$ cat config.mk
export PLATFORM = sky130hd
export DESIGN_NAME = ttcf_timer
export DESIGN_NICKNAME = d
export VERILOG_FILES = /design/src/rtl/ttcf_ext_clock.v /design/src/rtl/ttcf_timer.v
export VERILOG_INCLUDE_DIRS = /design/src /design/src/include
export SDC_FILE = /design/constraint.sdc
export NUM_CORES = 1
export LEC_CHECK = 0
export ABC_CLOCK_PERIOD_IN_PS = 2000
export BUFFER_PORTS_ARGS = -buffer_cell sky130_fd_sc_hd__buf_4
export CAP_MARGIN = 20
export CORE_MARGIN = 4
export CORE_UTILIZATION = 39
export DETAILED_ROUTE_END_ITERATION = 8
export RECOVER_POWER = 50
export SLEW_MARGIN = 20
export SYNTH_ARGS = -nofsm -noshare
export SYNTH_HDL_FRONTEND = slang
export SYNTH_HIERARCHICAL = 1
export SYNTH_SLANG_ARGS = --single-unit
export TNS_END_PERCENT = 100
$ cat constraint.sdc
create_clock -name clk_i -period 2 [get_ports clk_i]
set_clock_uncertainty 0.2 [all_clocks]
set_input_delay 0.2 -clock clk_i [delete_from_list [all_inputs] [get_ports clk_i]]
set_output_delay 0.2 -clock clk_i [all_outputs]
set_load 0.02 [all_outputs]
$ cat src/include/ttcf_defs.vh
`ifndef TTCF_DEFS_VH
`define TTCF_DEFS_VH

// ==========================================================
// Register addresses on the special-function port
`define TTCF_ADDR_CTRL      8'hc8
`define TTCF_ADDR_RLD_LO    8'hca
`define TTCF_ADDR_RLD_HI    8'hcb
`define TTCF_ADDR_CNT_LO    8'hcc
`define TTCF_ADDR_CNT_HI    8'hcd

// ==========================================================
// Control register bit positions
`define TTCF_BIT_HI_FLAG    7
`define TTCF_BIT_LO_FLAG    6
`define TTCF_BIT_LO_IRQ_EN  5
`define TTCF_BIT_CAP_EN     4
`define TTCF_BIT_SPLIT      3
`define TTCF_BIT_RUN        2
`define TTCF_BIT_XCLK       0

// ==========================================================
// Reset values and byte constants
`define TTCF_RST_BYTE       8'h00
`define TTCF_RST_BIT        1'b0
`define TTCF_BYTE_MAX       8'hff
`define TTCF_WORD_MAX       16'hffff

// ==========================================================
// Clock dividers: core clock by 12, external oscillator by 8
`define TTCF_PRE_LAST       4'hb
`define TTCF_PRE_ZERO       4'h0
`define TTCF_PRE_STEP       4'h1
`define TTCF_EXT_LAST       3'h7
`define TTCF_EXT_ZERO       3'h0
`define TTCF_EXT_STEP       3'h1

`endif

$ cat src/rtl/ttcf_ext_clock.v
`timescale 1ns/1ps
`default_nettype none
`include "ttcf_defs.vh"

// Brings the external oscillator into the core clock domain, divides it
// by 8 and pulses once per falling edge of the divided clock.
module ttcf_ext_clock
(
	// Clock and reset
	input  wire       clk_i,
	input  wire       nrst_i,
	// Oscillator pin
	input  wire       ext_osc_i,
	// Divided clock event
	output wire       ext_tick_o
);

	reg       sync1_ff;
	reg       sync2_ff;
	reg       last_ff;
	reg [2:0] div_ff;
	reg       tick_ff;
	wire      osc_rise;

	// ==========================================================
	// Synchroniser; only the second stage is looked at
	always @(posedge clk_i or negedge nrst_i)
	begin
		if (!nrst_i)
		begin
			sync1_ff <= `TTCF_RST_BIT;
			sync2_ff <= `TTCF_RST_BIT;
			last_ff  <= `TTCF_RST_BIT;
		end
		else
		begin
			sync1_ff <= ext_osc_i;
			sync2_ff <= sync1_ff;
			last_ff  <= sync2_ff;
		end
	end

	assign osc_rise = sync2_ff & ~last_ff;

	// ==========================================================
	// Divide by 8; the divided clock falls as the count wraps 7 to 0.
	// Oscillator must stay below half the core clock to be seen.
	always @(posedge clk_i or negedge nrst_i)
	begin
		if (!nrst_i)
		begin
			div_ff  <= `TTCF_EXT_ZERO;
			tick_ff <= `TTCF_RST_BIT;
		end
		else
		begin
			if (osc_rise)
				div_ff <= div_ff + `TTCF_EXT_STEP;
			tick_ff <= osc_rise & (div_ff == `TTCF_EXT_LAST);
		end
	end

	assign ext_tick_o = tick_ff;

endmodule // ttcf_ext_clock
`default_nettype wire

$ cat src/rtl/ttcf_timer.v
`timescale 1ns/1ps
`default_nettype none
`include "ttcf_defs.vh"

module ttcf_timer
(
	// Clock and reset
	input  wire       clk_i,
	input  wire       nrst_i,
	// Special-function register port
	input  wire [7:0] sfr_addr_i,
	input  wire       sfr_wr_i,
	input  wire [7:0] sfr_wdata_i,
	output wire [7:0] sfr_rdata_o,
	// Shared settings held elsewhere
	input  wire       high_byte_clock_select_i,
	input  wire       low_byte_clock_select_i,
	input  wire       timer_irq_enable_i,
	// External oscillator pin
	input  wire       ext_osc_i,
	// Interrupt request
	output wire       irq_o
);

	// Control register fields
	reg        high_byte_overflow_flag_ff;
	reg        low_byte_overflow_flag_ff;
	reg        low_byte_irq_enable_ff;
	reg        capture_mode_enable_ff;
	reg        split_mode_select_ff;
	reg        run_control_ff;
	reg        external_clock_select_ff;
	// Count and reload
	reg  [7:0] count_low_byte_ff;
	reg  [7:0] count_high_byte_ff;
	reg  [7:0] reload_low_byte_ff;
	reg  [7:0] reload_high_byte_ff;
	reg  [7:0] nxt_count_low;
	reg  [7:0] nxt_count_high;
	reg  [7:0] nxt_reload_low;
	reg  [7:0] nxt_reload_high;
	// Prescaler and outputs
	reg  [3:0] pre_ff;
	reg        pre_tick_ff;
	reg  [7:0] rdata_ff;
	reg  [7:0] nxt_rdata;
	reg        irq_ff;
	// Events
	wire       ext_tick;
	wire       div_tick;
	wire       tick_low;
	wire       tick_high;
	wire       step_low;
	wire       step_high;
	wire       wrap_low;
	wire       wrap_high;
	wire       wrap_word;
	wire       set_high_flag;
	wire       wr_ctrl;

	// ==========================================================
	// External oscillator path
	ttcf_ext_clock u_ext_clock
	(
		.clk_i      (clk_i),
		.nrst_i     (nrst_i),
		.ext_osc_i  (ext_osc_i),
		.ext_tick_o (ext_tick)
	);

	// ==========================================================
	// Core clock divided by 12
	// divide by twelve
	always @(posedge clk_i or negedge nrst_i)
	begin
		if (!nrst_i)
		begin
			pre_ff      <= `TTCF_PRE_ZERO;
			pre_tick_ff <= `TTCF_RST_BIT;
		end
		else
		begin
			pre_ff      <= (pre_ff == `TTCF_PRE_LAST) ? `TTCF_PRE_ZERO : pre_ff + `TTCF_PRE_STEP;
			pre_tick_ff <= (pre_ff == `TTCF_PRE_LAST);
		end
	end

	// ==========================================================
	// Clock source per byte. In capture mode the oscillator is what is
	// measured, so it cannot also clock the count.
	// external or prescaled source
	assign div_tick  = (external_clock_select_ff & ~capture_mode_enable_ff) ? ext_tick : pre_tick_ff;
	assign tick_low  = low_byte_clock_select_i  | div_tick;
	assign tick_high = high_byte_clock_select_i | div_tick;

	// ==========================================================
	// Step enables; 16-bit mode steps on the low byte's clock
	// mode select
	assign step_low  = split_mode_select_ff ? tick_low : (tick_low & run_control_ff);
	assign step_high = split_mode_select_ff ? (tick_high & run_control_ff) : 1'b0;
	assign wrap_low  = step_low & (count_low_byte_ff == `TTCF_BYTE_MAX);
	assign wrap_word = ~split_mode_select_ff & step_low &
		({count_high_byte_ff, count_low_byte_ff} == `TTCF_WORD_MAX);
	assign wrap_high = step_high & (count_high_byte_ff == `TTCF_BYTE_MAX);

	assign set_high_flag = wrap_high | wrap_word | (capture_mode_enable_ff & ext_tick);
	assign wr_ctrl       = sfr_wr_i & (sfr_addr_i == `TTCF_ADDR_CTRL);

	// ==========================================================
	// Next count and reload values; a software write to a byte wins
	// over the hardware update of that byte in the same cycle.
	always @*
	begin
		nxt_count_low   = count_low_byte_ff;
		nxt_count_high  = count_high_byte_ff;
		nxt_reload_low  = reload_low_byte_ff;
		nxt_reload_high = reload_high_byte_ff;
		if (split_mode_select_ff)
		begin
			if (wrap_low)
				nxt_count_low = reload_low_byte_ff;
			else if (step_low)
				nxt_count_low = count_low_byte_ff + 8'h01;
			if (wrap_high)
				nxt_count_high = reload_high_byte_ff;
			else if (step_high)
				nxt_count_high = count_high_byte_ff + 8'h01;
		end
		else
		begin
			if (wrap_word)
				{nxt_count_high, nxt_count_low} = {reload_high_byte_ff, reload_low_byte_ff};
			else if (step_low)
				{nxt_count_high, nxt_count_low} = {count_high_byte_ff, count_low_byte_ff} + 16'h0001;
		end
		if (capture_mode_enable_ff & ext_tick)
		begin
			nxt_reload_low  = count_low_byte_ff;
			nxt_reload_high = count_high_byte_ff;
		end
		if (sfr_wr_i)
		begin
			case (sfr_addr_i)
				`TTCF_ADDR_RLD_LO: nxt_reload_low  = sfr_wdata_i;
				`TTCF_ADDR_RLD_HI: nxt_reload_high = sfr_wdata_i;
				`TTCF_ADDR_CNT_LO: nxt_count_low   = sfr_wdata_i;
				`TTCF_ADDR_CNT_HI: nxt_count_high  = sfr_wdata_i;
				default:           nxt_count_low   = nxt_count_low;
			endcase
		end
	end

	// ==========================================================
	// Count and reload registers
	always @(posedge clk_i or negedge nrst_i)
	begin
		if (!nrst_i)
		begin
			count_low_byte_ff   <= `TTCF_RST_BYTE;
			count_high_byte_ff  <= `TTCF_RST_BYTE;
			reload_low_byte_ff  <= `TTCF_RST_BYTE;
			reload_high_byte_ff <= `TTCF_RST_BYTE;
		end
		else
		begin
			count_low_byte_ff   <= nxt_count_low;
			count_high_byte_ff  <= nxt_count_high;
			reload_low_byte_ff  <= nxt_reload_low;
			reload_high_byte_ff <= nxt_reload_high;
		end
	end

	// ==========================================================
	// Control register
	// all bits reset to zero
	always @(posedge clk_i or negedge nrst_i)
	begin
		if (!nrst_i)
		begin
			high_byte_overflow_flag_ff <= `TTCF_RST_BIT;
			low_byte_overflow_flag_ff  <= `TTCF_RST_BIT;
			low_byte_irq_enable_ff     <= `TTCF_RST_BIT;
			capture_mode_enable_ff     <= `TTCF_RST_BIT;
			split_mode_select_ff       <= `TTCF_RST_BIT;
			run_control_ff             <= `TTCF_RST_BIT;
			external_clock_select_ff   <= `TTCF_RST_BIT;
		end
		else
		begin
			high_byte_overflow_flag_ff <= set_high_flag |
				(wr_ctrl ? sfr_wdata_i[`TTCF_BIT_HI_FLAG] : high_byte_overflow_flag_ff);
			low_byte_overflow_flag_ff  <= wrap_low |
				(wr_ctrl ? sfr_wdata_i[`TTCF_BIT_LO_FLAG] : low_byte_overflow_flag_ff);
			if (wr_ctrl)
			begin
				low_byte_irq_enable_ff   <= sfr_wdata_i[`TTCF_BIT_LO_IRQ_EN];
				capture_mode_enable_ff   <= sfr_wdata_i[`TTCF_BIT_CAP_EN];
				split_mode_select_ff     <= sfr_wdata_i[`TTCF_BIT_SPLIT];
				run_control_ff           <= sfr_wdata_i[`TTCF_BIT_RUN];
				external_clock_select_ff <= sfr_wdata_i[`TTCF_BIT_XCLK];
			end
		end
	end

	// ==========================================================
	// Read data, one cycle behind the address; unmapped reads zero
	always @*
	begin
		nxt_rdata = `TTCF_RST_BYTE;
		case (sfr_addr_i)
			`TTCF_ADDR_CTRL:
			begin
				nxt_rdata[`TTCF_BIT_HI_FLAG]   = high_byte_overflow_flag_ff;
				nxt_rdata[`TTCF_BIT_LO_FLAG]   = low_byte_overflow_flag_ff;
				nxt_rdata[`TTCF_BIT_LO_IRQ_EN] = low_byte_irq_enable_ff;
				nxt_rdata[`TTCF_BIT_CAP_EN]    = capture_mode_enable_ff;
				nxt_rdata[`TTCF_BIT_SPLIT]     = split_mode_select_ff;
				nxt_rdata[`TTCF_BIT_RUN]       = run_control_ff;
				nxt_rdata[`TTCF_BIT_XCLK]      = external_clock_select_ff;
			end
			`TTCF_ADDR_RLD_LO: nxt_rdata = reload_low_byte_ff;
			`TTCF_ADDR_RLD_HI: nxt_rdata = reload_high_byte_ff;
			`TTCF_ADDR_CNT_LO: nxt_rdata = count_low_byte_ff;
			`TTCF_ADDR_CNT_HI: nxt_rdata = count_high_byte_ff;
			default:           nxt_rdata = `TTCF_RST_BYTE;
		endcase
	end

	// ==========================================================
	// Registered outputs. The request is a level that follows the flags,
	// so it drops only once software clears them or their enables.
	always @(posedge clk_i or negedge nrst_i)
	begin
		if (!nrst_i)
		begin
			rdata_ff <= `TTCF_RST_BYTE;
			irq_ff   <= `TTCF_RST_BIT;
		end
		else
		begin
			rdata_ff <= nxt_rdata;
			irq_ff   <= timer_irq_enable_i &
				(high_byte_overflow_flag_ff | (low_byte_irq_enable_ff & low_byte_overflow_flag_ff));
		end
	end

	assign sfr_rdata_o = rdata_ff;
	assign irq_o       = irq_ff;

endmodule // ttcf_timer
`default_nettype wire

==> implementation parameters, run 1 <==
Parameter                              Value

Routing
  Vias    3149
  Routed length per placed instance    18.71 um
  Initial detailed-routing violation count    249
  Antenna-violating nets left    0
  Final wirelength    10.44 mm
  Pre-antenna DRT Iters    6
  DRC    0
  Via-per-instance ratio    5.643

Global routing
  All-layer global routing usage    20.75%
  Number of global-route vias before repair    3116
  First-pass GRT wire length    16.40 mm
  Leftover overflow at the end of global routing    0
  Antenna violations before repair    0
  Largest net degree at the start of global routing    61

Pwr
  Pwr/cell area    771.5 nW/um^2
  Leakage power total    2.061 nW
  Maximum vdd drop    0.4705 mV
  Portion of total power attributed to combinational logic    22.5%
  Switching Fraction    29.81%
  Clock network power share    34.5%
  Internal cell power    2.517 mW
  Switching power of the nets    1.069 mW
  Part of the power in registers    43.0%

Setup path
  Path type of the worst setup path    flip-flop to flip-flop
  Stage delay of the slowest cell on the critical path    0.52 ns
  Critical-path maximum fanout    8
  CP max-delay cell    or4b_4
  Number of buffers and inverters on the critical path    2
  Crit end category    flip-flop
  Endpoint required time on the critical path    2.03 ns
  WP data arrival    2.11 ns
  Top cell family by delay on the critical path    compound AO/OA/AOI/OAI gates
  Cells traversed along the worst timing path    or4b_4 -> o311a_4 -> buf_6 -> buf_4 -> a21oi_2 -> a2bb2oi_2 -> a21oi_1
  Sort of element at the start of the critical path    flip-flop

Die
  Site Rows    33
  Area of the die    10290 sq um
  Die boundary width    101.4 um
  Area of the placeable core    8341 sq um
  Number of top-level pins    32
  Chip height    101.4 um
  Starting utilization of the core area    40.80%

Clocking
  CTS tree    built
  Clock Latency Late Sink    0.35 ns
  H-tree levels    3
  CTS sink cnt    60
  Clock transition at the register clock pins on the worst setup and hold paths after CTS    0.06 ns
  Clock Tree Root    clkbuf_8
  Buffer levels on the longest clock path    2
  Cts bufs inserted    9

Logic synthesis
  Dominant combinational cell family by area after synthesis    simple AND/OR/NAND/NOR gates
  Number of library cell types mapped by synthesis    60
  Syn Inst Count    354
  Synth Flop Type    dfrtp_1
  Cell area after synthesis    3403 sq um
  Synth Area in XOR/XNOR    3.088%
  Fraction of post-synthesis cell area in the top cell type by area    44.12%
  Cell taking the most area after synthesis    dfrtp_1
  Cell types occupying the most area after synthesis    dfrtp_1, mux2i_1, nand2_1
  Flip-flop and latch count after synthesis    60
  Compound-gate portion of the synthesized area    15.55%
  Fraction of the mapped netlist area in adder cells    1.838%
  Top cell types by occurrence after synthesis    dfrtp_1, nand2_1, mux2i_1
  Part of the Yosys area used for sequential elements    44.12%
  Leading cell type by number of instances after synthesis    dfrtp_1
  Warnings, synthesis    6
  Count of flip-flops with a built-in enable after synthesis    0
  Async set or reset register ratio after synthesis    100.0%
  Post-synthesis average cell area    9.614 sq um
  Multiplexer fraction of the synthesized cell area    11.14%
  Simple logic cell fraction of the synthesized area    20.51%
  Syn nets    382

Timing
  Hold violation count in the final report    0
  Post-route minimum period    2.076 ns
  Period utilization    103.8%
  Min setup slack post-route    -0.07647 ns
  Worst Tran Pin Value    0.8397 ns
  Tightest hold margin    0.08905 ns
  Setup repair after global routing missed its margin    true
  Pins Over Slew Limit    0
  Total setup violations reported at the end of the flow    11
  Peak clock frequency supported by timing    481.6 MHz
  Normalized max-slew margin    44.02%

Finish
  Synthesis-to-layout area growth    36.58%
  Area of the multi-input gates    1978 sq um
  Inserted Diodes    0
  Fill cell total of the finished layout    750
  Cell area after layout    4648 sq um
  Fraction of layout cells with a size suffix above 1    32.23%
  Nets    476
  Storage element area    1501 sq um
  Layout Cells excl Fill    558

Status
  Failing checks    setup timing
  Result of the run    finished, violations left

Worst hold path
  Class of the most critical hold timing path    input port to flip-flop

Place
  Routability congestion estimate from global placement    0.8663
  HPWL after DPL    7.279 mm
  Instance count after placement with tap cells included    524
  Number of buffer cells added on primary ports    31
  Placed standard-cell area    4096 sq um

Run
  Maximum capacitance violations    0
## final cells by class
type / count / share of cell area (%)
multi-input combinational: 266 / 42.56
sequential: 60 / 32.30
tap: 105 / 2.826
clock inverter: 5 / 1.615
inverter: 9 / 0.7268
clock buffer: 11 / 3.042
timing repair buffer: 102 / 16.93
## through the flow
stage | setup WS [ns] | power, mW | utilization [%] | setup TNS [ns]
2_1_floorplan | -0.1138 | 1.890 | - | -0.4329
3_3_place_gp | -0.1132 | 2.225 | 49.11 | -0.5584
3_5_place_dp | -0.1480 | 2.246 | 49.11 | -0.9301
4_1_cts | -0.05197 | 3.565 | 54.70 | -0.1933
5_1_grt | -0.1278 | 3.750 | 55.73 | -1.112
6_report | -0.07647 | 3.586 | 55.73 | -0.4919
## registers in the layout, summed over array words and instances, names as in the netlist, 3 cells and up
signal               count
count_high_byte_ff       8
count_low_byte_ff        8
pre_ff                   4
reload_high_byte_ff      8
reload_low_byte_ff       8
sfr_rdata_o              8
u_ext_clock/div_ff       3
## what timing repair did
| item | in CTS | in global routing |
|---|---|---|
| hold buffers | 11 | 0 |
| hold endpoints to repair | 101 | 0 |
| resized for setup | 20 | 23 |
| buffers inserted | 4 | 3 |
| pin swaps | 14 | 13 |
| setup endpoints to repair | 16 | 15 |
## tightest hold or removal path, cell delays in order
cell and delay (ns):
buf_4 0.13, nand2_1 0.17, a21oi_1 0.09
## cells by family after synthesis
kind of cell             count (synthesis)
adder cells (fa/ha/maj)                  5
AO/OA/AOI/OAI                           79
XOR/XNOR                                12
buffers and inverters                   28
AND/OR/NAND/NOR                        134
flip-flops                              60
multiplexers                            36
## path summary, 6_finish.rpt
kind                                        start               endpoint  slack, ns  cells after the start
max reg2reg                capture_mode_enable_ff   count_low_byte_ff[2]      -0.08                      7
min reg2reg                  u_ext_clock/sync1_ff   u_ext_clock/sync2_ff       0.16                      0
min                                      sfr_wr_i   count_low_byte_ff[2]       0.09                      3
max in group asynchronous                  nrst_i  reload_low_byte_ff[4]       0.73                      2
max                        capture_mode_enable_ff   count_low_byte_ff[2]      -0.08                      7
min in group asynchronous                  nrst_i  reload_low_byte_ff[0]       0.31                      2
## cells in the final DEF (no fill, tap or decap), types with 3 or more instances in the layout
master         Yosys  routed
buf_4              0      75
nand4_1            8       8
inv_1              9       9
a31oi_1            6       5
clkinv_2           0       3
a211o_1            3       3
nor2_1            18      15
dlygate4sd3_1      0      11
a22oi_1            9       9
mux2_2             7       8
xnor2_1            8       7
o21ai_0           24      19
o21ai_1            2       7
buf_6              1       4
nand3_1           12      10
dfrtp_1           60      60
clkbuf_1           5      10
a222oi_1           7       7
and2_1             5       4
clkbuf_8           0      10
ha_1               5       3
nand2_1           59      56
a21oi_1           11      10
mux2i_1           27      27
xor2_1             4       4
## per-layer routing
metal / global-route usage [%] / vias to the layer above / share of wire, %
li1: - / 1486 / -
met1: 28.57 / 1527 / 45
met2: 32.65 / 111 / 46
met3: 4.614 / 25 / 6.6
met4: 6.442 / 0 / 2.3
met5: 0 / - / 0
## power groups by stage
stage                     clock network, mW  registers, mW  logic, mW
after floorplan                           0           1.52      0.371
after global placement                    0           1.54      0.682
after detailed placement                  0           1.54      0.704
after CTS                              1.27           1.53      0.768
after global routing                   1.31           1.56      0.877
final                                  1.24           1.54      0.806
Power figures use the tool's default switching activity.
==> run 2, diff against run 1 <==
Settings changed: ABC_AREA from default to 1, CTS_BUF_LIST from default to sky130_fd_sc_hd__clkbuf_4 sky130_fd_sc_hd__clkbuf_8.
==> run 2 against run 1 <==
  * The flow now finishes without violations
  * Die area grew 11%
  * Sequential cell count unchanged
  * Cell area down 0.75%
  * Clock power down 6%
  * Cell count rose by 31%
  * Critical path type unchanged
==> implementation parameters, run 2 <==
Parameter                              Value

Setup path
  Crit end category    flip-flop
  Sort of element at the start of the critical path    flip-flop
  WP data arrival    1.95 ns
  Register-to-register setup slack    0.1 ns
  Critical path origin    count_high_byte_ff[0]
  Worst reg-to-reg path cell count    10
  Endpoint required time on the critical path    2.05 ns
  Critical R2R Launch    count_high_byte_ff[0]
  Path type of the worst setup path    flip-flop to flip-flop
  Critical-path maximum fanout    8
  Critical register-to-register path endpoint    count_high_byte_ff[7]

Finish
  Core occupancy in the finished layout    49.23%
  Fill cell total of the finished layout    974
  Leading cell type in the layout, fill and taps excluded    nand2_1
  Top library cells by usage in the layout, fill and taps aside    nand2_1, inv_1, o21ai_0, dfrtp_1, nand3_1
  Fraction of layout cells with a size suffix above 1    17.97%
  Layout Cells excl Fill    730
  Inserted Diodes    0
  Cell area after layout    4613 sq um
  Nets    624
  Synthesis-to-layout area growth    20.77%

Logic synthesis
  Cell types occupying the most area after synthesis    dfrtp_1, nand2_1, o21ai_0
  Async set or reset register ratio after synthesis    100.0%
  Part of the Yosys area used for sequential elements    39.31%
  Top cell types by occurrence after synthesis    nand2_1, inv_1, dfrtp_1
  Count of flip-flops with a built-in enable after synthesis    0
  Syn nets    570
  Warnings, synthesis    6
  Cell area after synthesis    3820 sq um
  Post-synthesis average cell area    7.048 sq um
  Fraction of post-synthesis cell area in the top cell type by area    39.31%
  Number of library cell types mapped by synthesis    38
  Syn Inst Count    542
  Leading cell type by number of instances after synthesis    nand2_1
  Flip-flop and latch count after synthesis    60
  Synth Flop Type    dfrtp_1
  Cell taking the most area after synthesis    dfrtp_1

Pwr
  Switching Fraction    36.39%
  Portion of total power attributed to combinational logic    26.0%
  Clock network power share    31.5%
  Switching power of the nets    1.356 mW
  Leakage power total    2.266 nW
  Maximum vdd drop    0.4105 mV
  Internal cell power    2.370 mW
  Pwr/cell area    807.7 nW/um^2
  Total power of the final layout    3.726 mW
  Part of the power in registers    42.5%

Die
  Starting utilization of the core area    40.76%
  Die boundary width    107.0 um
  Number of top-level pins    32
  Site Rows    35
  Area of the placeable core    9371 sq um
  Chip height    107.0 um
  Area of the die    11440 sq um

Timing
  Setup repair after global routing missed its margin    true
  Min setup slack post-route    0.09901 ns
  Hold violation count in the final report    0
  Setup TNS    0 ns
  Worst Tran Pin Value    0.8039 ns
  Peak clock frequency supported by timing    526.0 MHz
  Tightest hold margin    0.02964 ns
  Period utilization    95.05%
  Pins Over Slew Limit    0
  Post-route minimum period    1.901 ns
  Total setup violations reported at the end of the flow    0
  Normalized max-slew margin    46.41%

Routing
  DRC    0
  Routed length per placed instance    16.62 um
  Initial detailed-routing violation count    361
  Antenna-violating nets left    0
  Via-per-instance ratio    5.285
  Pre-antenna DRT Iters    6
  Max Used Layer    met4
  Final wirelength    12.13 mm
  Wire length on met3    967 um
  WL met2    5.393 mm
  Routed met1 length    5.446 mm
  Vias    3858

Place
  Number of buffer cells added on primary ports    31
  Placed standard-cell area    4277 sq um
  HPWL after DPL    9.014 mm
  Routability congestion estimate from global placement    0.9581
  Instance count after placement with tap cells included    705
  Pre-CTS WS    0.02399 ns

Worst hold path
  Worst hold stages    3
  Class of the most critical hold timing path    input port to flip-flop
  Worst Hold End    reload_low_byte_ff[2]
  HP Start    sfr_wdata_i[2]

Clocking
  Cts bufs inserted    9
  H-tree levels    3
  CTS sink cnt    60
  Clock Latency Late Sink    0.36 ns
  Buffer levels on the longest clock path    2
  Clock Tree Root    clkbuf_8
  CTS tree    built
  Clock transition at the register clock pins on the worst setup and hold paths after CTS    0.08 ns

Run
  Maximum capacitance violations    0

Global routing
  Largest net degree at the start of global routing    34
  Antenna violations before repair    0
  All-layer global routing usage    21.77%
  First-pass GRT wire length    18.99 mm
  Leftover overflow at the end of global routing    0
  Number of global-route vias before repair    3536

Status
  Result of the run    finished clean
[run 2: worst max path at each step]
stage / endpoint / slack, ns / cells past startpoint
after detailed placement: count_low_byte_ff[2] / 0.02 / 10
after global routing: count_high_byte_ff[0] / -0.03 / 11
after CTS: count_low_byte_ff[2] / 0.007 / 10
after global placement: count_high_byte_ff[3] / 0.07 / 12
after floorplan: count_high_byte_ff[7] / 0.23 / 10
final: count_high_byte_ff[7] / 0.1 / 10
[run 2: power groups by stage]
stage                     clock network [mW]  registers [mW]  logic, mW
after detailed placement                   0            1.58      0.913
after global routing                    1.25            1.60       1.07
after CTS                               1.20            1.56      0.930
final                                   1.17            1.58      0.967
after floorplan                            0            1.52      0.611
after global placement                     0            1.58      0.911
[run 2: what timing repair did]
action                     4_1_cts  5_1_grt
setup endpoints to repair        0       16
setup buffers                    0        1
gates resized for setup          0       18
hold endpoints to repair        71        0
hold buffers                     7        0
[run 2: critical path, stage by stage (launching register included)]
cell     delay [ns]
dfrtp_1        0.37
ha_1           0.19
nand2_2        0.11
nor2_8         0.18
nand4_1        0.26
nor2_1         0.17
nor2_1         0.05
nand2_1        0.07
nand2_1        0.05
nor2_1         0.10
nor2_1         0.05
[run 2: cell type report]
cell class | instances | area, sq um | share of cell area (%)
Timing Repair Buffer | 58 | 450.4 | 9.764
Clock buffer | 10 | 137.6 | 2.983
Sequential cell | 60 | 1505 | 32.63
Multi-Input combinational cell | 390 | 1996 | 43.26
Inverter | 77 | 294.0 | 6.374
Clock inverter | 6 | 68.82 | 1.492
Tap cell | 129 | 161.4 | 3.499
[run 2: layer usage]
layer	vias to the layer above	global-route usage (%)
met4	0	8.584
met3	26	5.418
li1	1853	-
met1	1795	30.39
met2	184	32.33
met5	-	0
[run 2: logic make-up after synthesis]
group	share of synthesized area, %
mux	0.2620
xor+xnor	1.834
simple gates	33.15
buf+inv	10.06
flops	39.31
compound gates	13.76
fa+ha+maj	1.638
